### config.mk
export PLATFORM = sky130hd
export DESIGN_NAME = pcgd_top
export DESIGN_NICKNAME = d
export VERILOG_FILES = /design/src/pcgd_top_end.sv /design/src/pcgd_pkg.sv /design/src/pcgd_mult.sv /design/src/pcgd_top.sv
export VERILOG_INCLUDE_DIRS = /design/src
export SDC_FILE = /design/constraint.sdc
export NUM_CORES = 1
export LEC_CHECK = 0
export BUFFER_PORTS_ARGS = -buffer_cell sky130_fd_sc_hd__buf_2
export CAP_MARGIN = 20
export CORE_UTILIZATION = 40
export DETAILED_ROUTE_END_ITERATION = 10
export PLACE_DENSITY = 0.64
export RECOVER_POWER = 25
export SLEW_MARGIN = 20
export SYNTH_ARGS = -nofsm -noshare
export SYNTH_HDL_FRONTEND = slang
export SYNTH_SLANG_ARGS = --single-unit
### constraint.sdc
create_clock -name ref_clk -period 7.97 [get_ports ref_clk]
set_input_delay 2.391 -clock ref_clk [delete_from_list [all_inputs] [get_ports ref_clk]]
set_output_delay 2.391 -clock ref_clk [all_outputs]
set_load 0.01 [all_outputs]
### src/pcgd_consts.svh
// constants and operation summary for the clock generator and divider
// Operation
// x5 mode derives core clock at five times the selected reference frequency.
// crystal and external reference are combined by XOR before the multiplier.
// mode pins pick static x1, x1/2, x1, or powered x5 with feedback.
// multiplier acquires lock after start-up, then keeps tracking the reference.
// divider passes full rate, one-sixteenth rate, or stops the clock.
// clock stop ends on reset low or any interrupt pin held low.
// compatibility mode halves output; phase fixed by reset falling versus phase clocks.
// 8-bit lock counter forces half reference rate; frozen in reset or without reference.
// slow rate lasts 256 to 257 reference cycles, then glitch-free synchronous x5 switch.
// selection input chooses divider setting, applied only at a clock boundary.
`ifndef PCGD_CONSTS_SVH
`define PCGD_CONSTS_SVH

`define PCGD_LOCK_W 8
`define PCGD_LOCK_MAX 8'hFF
`define PCGD_LOCK_RST 8'h00
`define PCGD_DIV_W 4
`define PCGD_DIV_LAST 4'hF
`define PCGD_DIV_RST 4'h0
`define PCGD_MULT_N 3'h5
`define PCGD_MULT_LAST 3'h4
`define PCGD_PER_W 16
`define PCGD_REF_TIMEOUT 1024
`define PCGD_NUM_IRQ 4
`define PCGD_PIN_XIN 0
`define PCGD_PIN_EXT 1
`define PCGD_PIN_MODE_LO 2
`define PCGD_PIN_MODE_HI 3
`define PCGD_PIN_RST 4
`define PCGD_PIN_IRQ 5

`endif

### src/pcgd_top_end.sv
// no logic: the clock generator top is complete in its own file

### src/pcgd_pkg.sv
// types shared by the clock generator modules
`default_nettype none
package pcgd_pkg;
  typedef enum logic [1:0] {
    PCGD_STATIC = 2'b00,
    PCGD_HALF = 2'b01,
    PCGD_UNITY = 2'b10,
    PCGD_TIMES5 = 2'b11
  } pcgd_mode_e;
  typedef enum logic [1:0] {
    PCGD_FULL = 2'b00,
    PCGD_SIXTEENTH = 2'b01,
    PCGD_STOP = 2'b10
  } pcgd_div_e;
endpackage
`default_nettype wire

### src/pcgd_mult.sv
// digital x5 reference multiplier: spreads five ticks over each measured period
`timescale 1ns/1ps
`default_nettype none
`include "pcgd_consts.svh"
module pcgd_mult #(
  parameter int PER_W = `PCGD_PER_W
) (
  input wire logic ref_clk,
  input wire logic srst,
  input wire logic refRise,
  output logic multTick
);
  import pcgd_pkg::*;

  logic [PER_W-1:0] perCnt_ff;
  logic [PER_W-1:0] period_ff;
  logic [PER_W-1:0] stepCnt_ff;
  logic [PER_W-1:0] step;
  logic [2:0] emitted_ff;
  logic midTick;

  ////////////////////////////////////////////////////////////////////////////
  // period tracking keeps following the reference once locked
  // continuous tracking
  always_ff @(posedge ref_clk) begin
    if (srst) begin
      perCnt_ff <= '0;
      period_ff <= '0;
    end else if (refRise) begin
      perCnt_ff <= '0;
      period_ff <= perCnt_ff + 1'b1;
    end else if (perCnt_ff != {PER_W{1'b1}}) begin
      perCnt_ff <= perCnt_ff + 1'b1;
    end
  end

  // constant divide only; the remainder of up to four cycles falls into the last sub-period
  assign step = period_ff / PER_W'(`PCGD_MULT_N);
  assign midTick = (step != '0) && (stepCnt_ff == step - 1'b1) && (emitted_ff < `PCGD_MULT_LAST);
  // five ticks per reference period
  assign multTick = refRise | midTick;

  always_ff @(posedge ref_clk) begin
    if (srst) begin
      stepCnt_ff <= '0;
      emitted_ff <= 3'h0;
    end else if (refRise) begin
      stepCnt_ff <= '0;
      emitted_ff <= 3'h0;
    end else if (midTick) begin
      stepCnt_ff <= '0;
      emitted_ff <= emitted_ff + 3'h1;
    end else begin
      stepCnt_ff <= stepCnt_ff + 1'b1;
    end
  end

  ////////////////////////////////////////////////////////////////////////////
  logic [2:0] perTicks_ff;
  always_ff @(posedge ref_clk) begin
    if (srst || refRise) begin
      perTicks_ff <= 3'h0;
    end else if (midTick) begin
      perTicks_ff <= perTicks_ff + 3'h1;
    end
  end
endmodule
`default_nettype wire

### src/pcgd_top.sv
// clock generator top: source select, x5 multiplier, lock ramp, divider, phase clocks
`timescale 1ns/1ps
`default_nettype none
`include "pcgd_consts.svh"
module pcgd_top #(
  parameter int NUM_IRQ = `PCGD_NUM_IRQ,
  parameter int REF_TIMEOUT = `PCGD_REF_TIMEOUT
) (
  input wire logic ref_clk,
  input wire logic srst,
  input wire logic crystal_input,
  input wire logic external_reference_input,
  input wire logic clock_mode_select_low,
  input wire logic clock_mode_select_high,
  input wire logic resetPin_n,
  input wire logic [NUM_IRQ-1:0] irqPin_n,
  input wire logic compatMode,
  input wire pcgd_pkg::pcgd_div_e divSel,
  input wire logic divSelStrobe,
  output logic crystal_drive_output,
  output logic multiplier_power_enable,
  output logic feedbackEnable,
  output logic clock_stop_state,
  output logic multLocked,
  output logic coreClkEn,
  output logic phase_one_clock_out,
  output logic phase_three_clock_out
);
  import pcgd_pkg::*;

  ////////////////////////////////////////////////////////////////////////////
  // pin synchronisers, second stage only is read
  logic [NUM_IRQ+4:0] pinS1_ff;
  logic [NUM_IRQ+4:0] pinS2_ff;
  // active-low pins idle high, so srst leaves no false reset or wake behind
  localparam logic [NUM_IRQ+4:0] PIN_IDLE = {{(NUM_IRQ + 1){1'b1}}, {`PCGD_PIN_RST{1'b0}}};
  always_ff @(posedge ref_clk) begin
    if (srst) begin
      pinS1_ff <= PIN_IDLE;
      pinS2_ff <= PIN_IDLE;
    end else begin
      pinS1_ff <= {irqPin_n, resetPin_n, clock_mode_select_high, clock_mode_select_low,
                   external_reference_input, crystal_input};
      pinS2_ff <= pinS1_ff;
    end
  end

  logic xinS, extS, resetS, wakeIrq;
  pcgd_mode_e mode;
  assign xinS = pinS2_ff[`PCGD_PIN_XIN];
  assign extS = pinS2_ff[`PCGD_PIN_EXT];
  assign resetS = pinS2_ff[`PCGD_PIN_RST];
  assign wakeIrq = ~&pinS2_ff[`PCGD_PIN_IRQ+NUM_IRQ-1:`PCGD_PIN_IRQ];
  // low select pin is the upper bit of the mode code
  assign mode = pcgd_mode_e'({pinS2_ff[`PCGD_PIN_MODE_LO], pinS2_ff[`PCGD_PIN_MODE_HI]});

  ////////////////////////////////////////////////////////////////////////////
  // reference combine and edge detect
  logic refLevel, refLevel_ff, refRise, resetS_ff, resetFell;
  // unused source is grounded, XOR passes the live one
  assign refLevel = xinS ^ extS;
  always_ff @(posedge ref_clk) begin
    if (srst) begin
      refLevel_ff <= 1'b0;
      resetS_ff <= 1'b1;
    end else begin
      refLevel_ff <= refLevel;
      resetS_ff <= resetS;
    end
  end
  assign refRise = refLevel & ~refLevel_ff;
  assign resetFell = resetS_ff & ~resetS;

  // reference presence watchdog
  logic [$clog2(REF_TIMEOUT+1)-1:0] idleCnt_ff;
  logic refPresent;
  always_ff @(posedge ref_clk) begin
    if (srst || refRise) begin
      idleCnt_ff <= '0;
    end else if (idleCnt_ff != ($clog2(REF_TIMEOUT+1))'(REF_TIMEOUT)) begin
      idleCnt_ff <= idleCnt_ff + 1'b1;
    end
  end
  assign refPresent = idleCnt_ff != ($clog2(REF_TIMEOUT+1))'(REF_TIMEOUT);

  ////////////////////////////////////////////////////////////////////////////
  // pin-side outputs from the mode decode
  always_ff @(posedge ref_clk) begin
    if (srst) begin
      crystal_drive_output <= 1'b0;
      multiplier_power_enable <= 1'b0;
      feedbackEnable <= 1'b0;
    end else begin
      // feedback and multiplier power per mode
      feedbackEnable <= mode != PCGD_STATIC;
      multiplier_power_enable <= mode == PCGD_TIMES5;
      crystal_drive_output <= (mode != PCGD_STATIC) ? ~xinS : 1'b0;
    end
  end

  ////////////////////////////////////////////////////////////////////////////
  // half-rate phase and lock ramp
  logic halfPh_ff, locked_ff, multTick;
  logic [`PCGD_LOCK_W-1:0] lockCnt_ff;
  always_ff @(posedge ref_clk) begin
    if (srst) begin
      halfPh_ff <= 1'b0;
    end else if (refRise) begin
      halfPh_ff <= ~halfPh_ff;
    end
  end

  // counts only with reset released and reference present
  always_ff @(posedge ref_clk) begin
    if (srst) begin
      lockCnt_ff <= `PCGD_LOCK_RST;
    end else if (refRise && resetS && refPresent && lockCnt_ff != `PCGD_LOCK_MAX) begin
      lockCnt_ff <= lockCnt_ff + 1'b1;
    end
  end

  // switch at a slow-cycle boundary so no short pulse appears
  // once locked it stays locked until power-up reset
  always_ff @(posedge ref_clk) begin
    if (srst) begin
      locked_ff <= 1'b0;
    end else if (refRise && halfPh_ff && lockCnt_ff == `PCGD_LOCK_MAX) begin
      locked_ff <= 1'b1;
    end
  end
  assign multLocked = locked_ff;

  pcgd_mult i_pcgd_mult (
    .ref_clk(ref_clk),
    .srst(srst),
    .refRise(refRise),
    .multTick(multTick)
  );

  // ratio per mode
  logic srcTick;
  always_comb begin
    case (mode)
      PCGD_STATIC: srcTick = refRise;
      PCGD_HALF: srcTick = refRise & halfPh_ff;
      PCGD_UNITY: srcTick = refRise;
      // half reference rate until locked
      PCGD_TIMES5: srcTick = locked_ff ? multTick : (refRise & halfPh_ff);
      default: srcTick = 1'b0;
    endcase
  end

  ////////////////////////////////////////////////////////////////////////////
  // divider selection, applied at the next source tick
  pcgd_div_e divMode_ff, pend_ff;
  logic pendValid_ff;
  always_ff @(posedge ref_clk) begin
    if (srst || !resetS) begin
      pendValid_ff <= 1'b0;
      pend_ff <= PCGD_FULL;
    end else if (divSelStrobe) begin
      // a fresh write beats the apply in the same cycle
      pendValid_ff <= 1'b1;
      pend_ff <= divSel;
    end else if (srcTick) begin
      pendValid_ff <= 1'b0;
    end
  end

  always_ff @(posedge ref_clk) begin
    if (srst) begin
      divMode_ff <= PCGD_FULL;
    end else if (divMode_ff == PCGD_STOP && (!resetS || wakeIrq)) begin
      // wake on reset or low interrupt pin
      divMode_ff <= PCGD_FULL;
    end else if (!resetS) begin
      divMode_ff <= PCGD_FULL;
    end else if (srcTick && pendValid_ff) begin
      // change only at a clock boundary
      divMode_ff <= pend_ff;
    end
  end
  assign clock_stop_state = divMode_ff == PCGD_STOP;

  logic [`PCGD_DIV_W-1:0] divCnt_ff;
  logic divTick;
  always_ff @(posedge ref_clk) begin
    if (srst) begin
      divCnt_ff <= `PCGD_DIV_RST;
    end else if (srcTick) begin
      divCnt_ff <= divCnt_ff + 1'b1;
    end
  end

  // full, one-sixteenth or stopped
  always_comb begin
    case (divMode_ff)
      PCGD_FULL: divTick = srcTick;
      PCGD_SIXTEENTH: divTick = srcTick && divCnt_ff == `PCGD_DIV_LAST;
      PCGD_STOP: divTick = 1'b0;
      default: divTick = 1'b0;
    endcase
  end

  ////////////////////////////////////////////////////////////////////////////
  // compatibility halving and phase clocks
  logic compatPh_ff, outTick;
  // phase realigned to the phase clock state when reset falls
  always_ff @(posedge ref_clk) begin
    if (srst) begin
      compatPh_ff <= 1'b0;
    end else if (resetFell) begin
      compatPh_ff <= phase_one_clock_out;
    end else if (divTick) begin
      compatPh_ff <= ~compatPh_ff;
    end
  end
  assign outTick = compatMode ? (divTick & compatPh_ff) : divTick;

  always_ff @(posedge ref_clk) begin
    if (srst) begin
      phase_one_clock_out <= 1'b0;
      phase_three_clock_out <= 1'b1;
      coreClkEn <= 1'b0;
    end else begin
      coreClkEn <= outTick;
      if (outTick) begin
        phase_one_clock_out <= ~phase_one_clock_out;
        phase_three_clock_out <= phase_one_clock_out;
      end
    end
  end
endmodule
`default_nettype wire

==> results by group, run 1 <==
Status
  – Status: finished with violations
  – Failing checks: max-capacitance violations, max-slew violations

Critical path
  – CP peak stage delay: 0.58 ns
  – Kind of critical path: flip-flop to flip-flop
  – Slowest CP cell: or4_4
  – CP Max Fanout: 22
  – Required time of the critical path: 8.20 ns
  – CP Capture Type: flip-flop
  – Critical path arrival: 7.77 ns
  – R2R Setup Slk: 0.43 ns
  – Startpoint Class: flip-flop

Synth
  – Post-synth cell types: 100
  – Top post-synthesis cells by count: dfxtp_1, nor2_1, nand2_1
  – Mapped Cells: 889
  – Area share of the largest cell type after synthesis: 0.298
  – Syn_area_per_cell: 8.16 sq um
  – Mapped cell area: 7260 sq um
  – Register area share after synthesis: 0.298
  – FFs w/ async S/R, synth: 0
  – Most frequent cell after synthesis: dfxtp_1
  – Yosys top cell by area: dfxtp_1
  – Syn nets: 915
  – Synth Flop Type: dfxtp_1
  – #FFs+latches synth: 108
  – Ranking of synthesized cells by area: dfxtp_1, xnor2_1, nor2_1, nand2_1, xor2_1
  – Post-synth EDFFs: 0
  – Number of synthesis warnings: 0

Timing
  – Endpoints failing setup: 0
  – Least-Margin Pin Slew: 1.69 ns
  – Minimum clock period: 7.54 ns
  – Slew Limit Fails: 45
  – Worst clock skew: 0.00518 ns
  – Final period utilization: 0.946
  – Setup tns final: 0 ns
  – Hold Violations, Final: 0
  – Max Fclk: 133 MHz
  – Slew HR: -0.129

Place
  – Inst Count DP: 1110
  – Post-DP HPWL: 12.2 mm
  – PortBufs: 22
  – Gpl congestion: 0.851
  – Post-DP Area: 7580 sq um

Global route
  – Total gr overflow: 0
  – All-Layer GR Usage: 0.184
  – Largest net degree at the start of global routing: 45
  – Global-route wire length before repair: 28.1 mm
  – Initial antenna violation count: 0
  – Number of global-route vias before repair: 5876

Detailed routing
  – Routed length on met1: 8.30 mm
  – Via count: 6526
  – Detail Route Antenna Nets: 0
  – Drt drc: 0
  – Drt total wl: 17.1 mm
  – Routed len/inst: 15.1 um
  – Vias per cell: 5.75
  – Met2 WL: 7.79 mm
  – Drt initial violations: 464
  – First-pass DRT Iterations: 5
  – Detail Route met3 WL: 670 um
  – Max Used Layer: met4

CTS
  – CTS tree: yes
  – CTS buffer count: 9
  – Clock Root Buffer: clkbuf_16
  – Max H-tree Level: 3
  – Clock sinks: 108
  – Worst-path clk slew: 0.07 ns
  – CTS max path bufs: 2
  – Worst skew pair latency: 0.34 ns

Pwr
  – Total internal power: 0.805 mW
  – Combinational share of power: 0.063
  – Sequential share of power: 0.531
  – Cell Pwr Density: 131 nW/um^2
  – VDD IR max: 0.000158 V
  – Psw: 0.254 mW
  – Switch share: 0.240
  – Static leakage: 2.98 nW
  – Clock Power Share: 0.407

Floorplan
  – Die height: 137 um
  – Number of cell rows: 48
  – DIE AREA: 18700 sq um
  – I/O pin count: 23
  – Chip width: 137 um
  – Core region area: 17500 sq um
  – Initial Utilization: 0.415

Finish
  – Share of post-route cells with drive strength above 1: 0.177
  – Area growth, synth to finish: 11.7%
  – Final #Nets: 931
  – Fin area: 8100 sq um
  – Ant diodes: 0
  – Post-route insts no fill: 1135

Hold path
  – Worst Hold Class: flip-flop to flip-flop

Run
  – Max-Cap Viols: 1
layout make-up:
type | count | area [sq um]
sequential | 108 | 2180
clock inverter | 6 | 56.3
fill | 1693 | 9380
timing repair buffer | 61 | 422
clock buffer | 10 | 239
inverter | 23 | 86.3
multi-input combinational | 702 | 4840
tap | 225 | 282
layer usage:
| layer | up-vias | global-route usage |
|---|---|---|
| li1 | 3312 | - |
| met1 | 3032 | 0.253 |
| met2 | 150 | 0.297 |
| met3 | 32 | 0.0230 |
| met4 | 0 | 0.0593 |
| met5 | - | 0 |
critical path, delay by kind of cell (launching register included):
family	cells	cell delay, ns
compound gates	16	3.38
xor+xnor	1	0.18
fa+ha+maj	2	0.52
buf+inv	3	0.55
flops	1	0.44
mux	2	0.44
simple gates	9	1.92
worst paths after layout:
check / startpoint / to / cells past startpoint
setup reg to reg: i_pcgd_mult.period_ff[14] / divCnt_ff[3] / 33
setup / recovery: i_pcgd_mult.period_ff[14] / divCnt_ff[3] / 33
hold reg to reg: pinS1_ff[7] / pinS2_ff[7] / 1
hold / removal: pinS1_ff[7] / pinS2_ff[7] / 1
kinds of logic (layout without fill, tap and decap cells):
group / Yosys count / in the layout / synth area share
AND/OR/NAND/NOR: 364 / 364 / 0.262
XOR/XNOR: 71 / 71 / 0.0867
multiplexers: 22 / 22 / 0.0312
buffers and inverters: 79 / 100 / 0.0541
flip-flops: 108 / 108 / 0.298
AO/OA/AOI/OAI: 231 / 231 / 0.244
adder cells (fa/ha/maj): 14 / 14 / 0.0231
flip-flops by register name (all words and copies together) (netlist names), 2 cells and up:
register                cells
i_pcgd_mult.perCnt_ff      16
idleCnt_ff                 11
pinS1_ff                    9
i_pcgd_mult.stepCnt_ff     16
pinS2_ff                    9
i_pcgd_mult.period_ff      16
lockCnt_ff                  8
divMode_ff                  2
i_pcgd_mult.emitted_ff      3
divCnt_ff                   4
pend_ff                     2
metrics by stage:
stage,setup WS (ns),power [mW],utilization,hold slack [ns]
detailed placement,-0.0124,0.641,0.434,0.393
global placement,0.0999,0.640,0.434,0.391
floorplan,0.745,0.623,-,0.389
finish,0.428,1.06,0.464,0.410
global route,-0.0418,1.10,0.464,0.420
CTS,0.0629,1.07,0.451,0.411
placed cells by master, fill, tap and decap left out, drive strengths merged, types with 5 or more instances in the layout:
| master | count |
|---|---|
| o21ai | 38 |
| ha | 11 |
| buf | 59 |
| o211ai | 19 |
| a31oi | 12 |
| nand2b | 9 |
| or3 | 6 |
| nand4 | 16 |
| a211o | 6 |
| nor3b | 12 |
| o221a | 6 |
| nor2 | 89 |
| a32oi | 6 |
| and3 | 14 |
| clkbuf | 12 |
| o21a | 5 |
| or2 | 20 |
| dfxtp | 108 |
| nor4 | 11 |
| and4 | 5 |
| xor2 | 30 |
| a221oi | 8 |
| o211a | 5 |
| xnor2 | 41 |
| mux2 | 5 |
| o22ai | 14 |
| a21o | 6 |
| nand2 | 75 |
| nand3 | 42 |
| mux2i | 17 |
| nor3 | 16 |
| a211oi | 11 |
| a21oi | 47 |
| inv | 24 |
| and2 | 7 |
| nor2b | 18 |
power groups by stage:
stage / sequential [mW] / combinational (mW) / clock [mW]
finish: 0.562 / 0.0665 / 0.430
detailed placement: 0.576 / 0.0655 / 0
global placement: 0.575 / 0.0648 / 0
global route: 0.564 / 0.0752 / 0.463
floorplan: 0.573 / 0.0503 / 0
CTS: 0.563 / 0.0660 / 0.442
what timing repair did:
item                       CTS  global route
setup buffers                0             9
setup endpoints to repair    2            30
resized for setup            3            35
pin swaps                    0            12
hold buffers                 0             0
(Power assumes the default switching activity.)
==> inputs of run 2 (changes only) <==
==> constraint.sdc (replaced) <==
create_clock -name ref_clk -period 7.97 [get_ports ref_clk]
set_input_delay 0.797 -clock ref_clk [delete_from_list [all_inputs] [get_ports ref_clk]]
set_output_delay 0.797 -clock ref_clk [all_outputs]
set_load 0.01 [all_outputs]
==> results by group, run 2 (synthesis gave the netlist of run 1 again) <==
CTS
  – Worst skew pair latency: 0.34 ns (about the same)
  – CTS tree: yes
  – CTS buffer count: 9 (unchanged)
  – Worst-path clk slew: 0.07 ns (about the same)
  – Hold buffer count at CTS: 0 (unchanged)
  – Max H-tree Level: 3 (unchanged)
  – CTS max path bufs: 2 (unchanged)
  – Clock sinks: 108 (unchanged)
  – Clock Root Buffer: clkbuf_16

Timing
  – Least-Margin Pin Slew: 1.67 ns (-0.0229 ns)
  – Slew Limit Fails: 45 (unchanged)
  – Final WS setup: 0.461 ns (+0.0331 ns)
  – Minimum clock period: 7.51 ns (-0.0331 ns)
  – Hold Violations, Final: 0 (unchanged)
  – Worst clock skew: 0.00516 ns (-0.0000174 ns)
  – Final hold slack: 0.410 ns (-0.00000400 ns)
  – Endpoints failing setup: 0 (unchanged)
  – Max Fclk: 133 MHz (+0.44%)
  – Final period utilization: 0.942 (-0.00415)
  – Slew HR: -0.113 (+0.0152)
  – Setup tns final: 0 ns (unchanged)

Finish
  – Fin area: 8100 sq um (about the same)
  – Register Area: 2180 sq um (unchanged)
  – Commonest non-fill, non-tap cells in the layout: dfxtp_1, nor2_1, nand2_1
  – Filler cell count: 1694 (+0.059%)
  – Multi-input logic area: 4840 sq um (unchanged)
  – Commonest non-fill, non-tap cell in the layout: dfxtp_1
  – Area growth, synth to finish: 11.6% (about the same)
  – Final #Nets: 931 (unchanged)
  – Post-route insts no fill: 1135 (unchanged)
  – Share of post-route cells with drive strength above 1: 0.173 (-0.00440)
  – Core Util, Final: 0.463 (about the same)
  – Largest regs: i_pcgd_mult.perCnt_ff: 16 flops, i_pcgd_mult.period_ff: 16 flops, i_pcgd_mult.stepCnt_ff: 16 flops
  – Ant diodes: 0 (unchanged)

Pwr
  – VDD IR max: 0.000157 V (about the same)
  – Total Power: 1.06 mW (about the same)
  – Static leakage: 2.96 nW (-0.57%)
  – Cell Pwr Density: 131 nW/um^2 (about the same)

Critical path
  – FF-to-FF End: divCnt_ff[3]
  – CP Max Fanout: 22 (unchanged)
  – Critical path arrival: 7.74 ns (-0.03 ns)
  – R2R Setup Slk: 0.46 ns (+0.03 ns)
  – CP peak stage delay: 0.58 ns (about the same)
  – Slowest CP cell: or4_4
  – Kind of critical path: flip-flop to flip-flop
  – R2r startpoint: i_pcgd_mult.period_ff[14]
  – Cells on worst reg2reg path: 33 (unchanged)
  – Startpoint Class: flip-flop
  – Required time of the critical path: 8.20 ns (about the same)
  – CP Capture Type: flip-flop

Floorplan
  – Initial Utilization: 0.415 (unchanged)
  – Chip width: 137 um (unchanged)
  – I/O pin count: 23 (unchanged)
  – Core region area: 17500 sq um (unchanged)
  – Die height: 137 um (unchanged)
  – DIE AREA: 18700 sq um (unchanged)
  – Number of cell rows: 48 (unchanged)

Hold path
  – Worst Hold Class: flip-flop to flip-flop
  – WHS Path Cells: 1 (unchanged)
  – Hold path start: pinS1_ff[7]
  – WHS Endpoint: pinS2_ff[7]

Global route
  – Global-route wire length before repair: 28.1 mm (unchanged)
  – Largest net degree at the start of global routing: 45 (unchanged)
  – All-Layer GR Usage: 0.184 (unchanged)
  – Initial antenna violation count: 0 (unchanged)
  – Total gr overflow: 0 (unchanged)
  – Number of global-route vias before repair: 5876 (unchanged)

Detailed routing
  – Drt initial violations: 465 (+0.22%)
  – Drt drc: 0 (unchanged)
  – Detail Route Antenna Nets: 0 (unchanged)
  – Vias per cell: 5.74 (-0.15%)
  – Via count: 6516 (-0.15%)
  – First-pass DRT Iterations: 5 (unchanged)
  – Drt total wl: 17.0 mm (-0.41%)
  – Routed len/inst: 15.0 um (-0.41%)

Place
  – Dpl ws: -0.0124 ns (unchanged)
  – Inst Count DP: 1110 (unchanged)
  – Post-DP Area: 7580 sq um (unchanged)
  – PortBufs: 22 (unchanged)
  – Gpl congestion: 0.851 (unchanged)
  – Post-DP HPWL: 12.2 mm (unchanged)

Run
  – Max-Cap Viols: 1 (unchanged)

Status
  – Failing checks: max-capacitance violations, max-slew violations
  – Status: finished with violations
[run 2: cell count changes in the layout (fill, tap and decap cells not counted), sizes merged]
| cell | change |
|---|---|
| buf | -4 |
| clkbuf | +4 |
[run 2: cell type report]
cell class	instances	share of cell area
clock buffer	10	0.0295
timing repair buffer	61	0.0515
sequential	108	0.269
clock inverter	6	0.00695
multi-input combinational	702	0.597
tap	225	0.0348
inverter	23	0.0107
[run 2: worst max path at each step]
| stage | from | slack (ns) | end |
|---|---|---|---|
| after floorplan | i_pcgd_mult.period_ff[15] | 0.74 | divCnt_ff[3] |
| after CTS | i_pcgd_mult.period_ff[14] | 0.06 | divCnt_ff[3] |
| after global placement | i_pcgd_mult.period_ff[10] | 0.1 | divCnt_ff[3] |
| final | i_pcgd_mult.period_ff[14] | 0.46 | divCnt_ff[3] |
| after detailed placement | i_pcgd_mult.period_ff[13] | -0.01 | divCnt_ff[3] |
| after global routing | i_pcgd_mult.period_ff[11] | -0.04 | divCnt_ff[3] |
[run 2: repair_timing]
action,in CTS,in global routing
setup buffers,0,9
pin swaps,0,12
gates resized for setup,3,35
endpoints found under the setup margin,2,30
[run 2: layer usage]
metal,GRT usage,share of wire,up-vias
met5,0,0,-
li1,-,-,3312
met1,0.253,0.48,3004
met2,0.297,0.46,166
met3,0.0230,0.041,34
met4,0.0593,0.020,0
[run 2: critical path: cells and delay by family, from the launching register on]
kind / cells / cell delay, ns
simple gates: 9 / 1.92
flops: 1 / 0.44
buf+inv: 3 / 0.55
compound gates: 16 / 3.34
fa+ha+maj: 2 / 0.51
xor+xnor: 1 / 0.18
mux: 2 / 0.43
[run 2: where the power goes]
group	internal (mW)	total, mW	switching [mW]	leakage [nW]
Combinational	0.0272	0.0662	0.0390	1.94
Clock	0.227	0.430	0.204	0.143
Sequential	0.551	0.562	0.0112	0.882
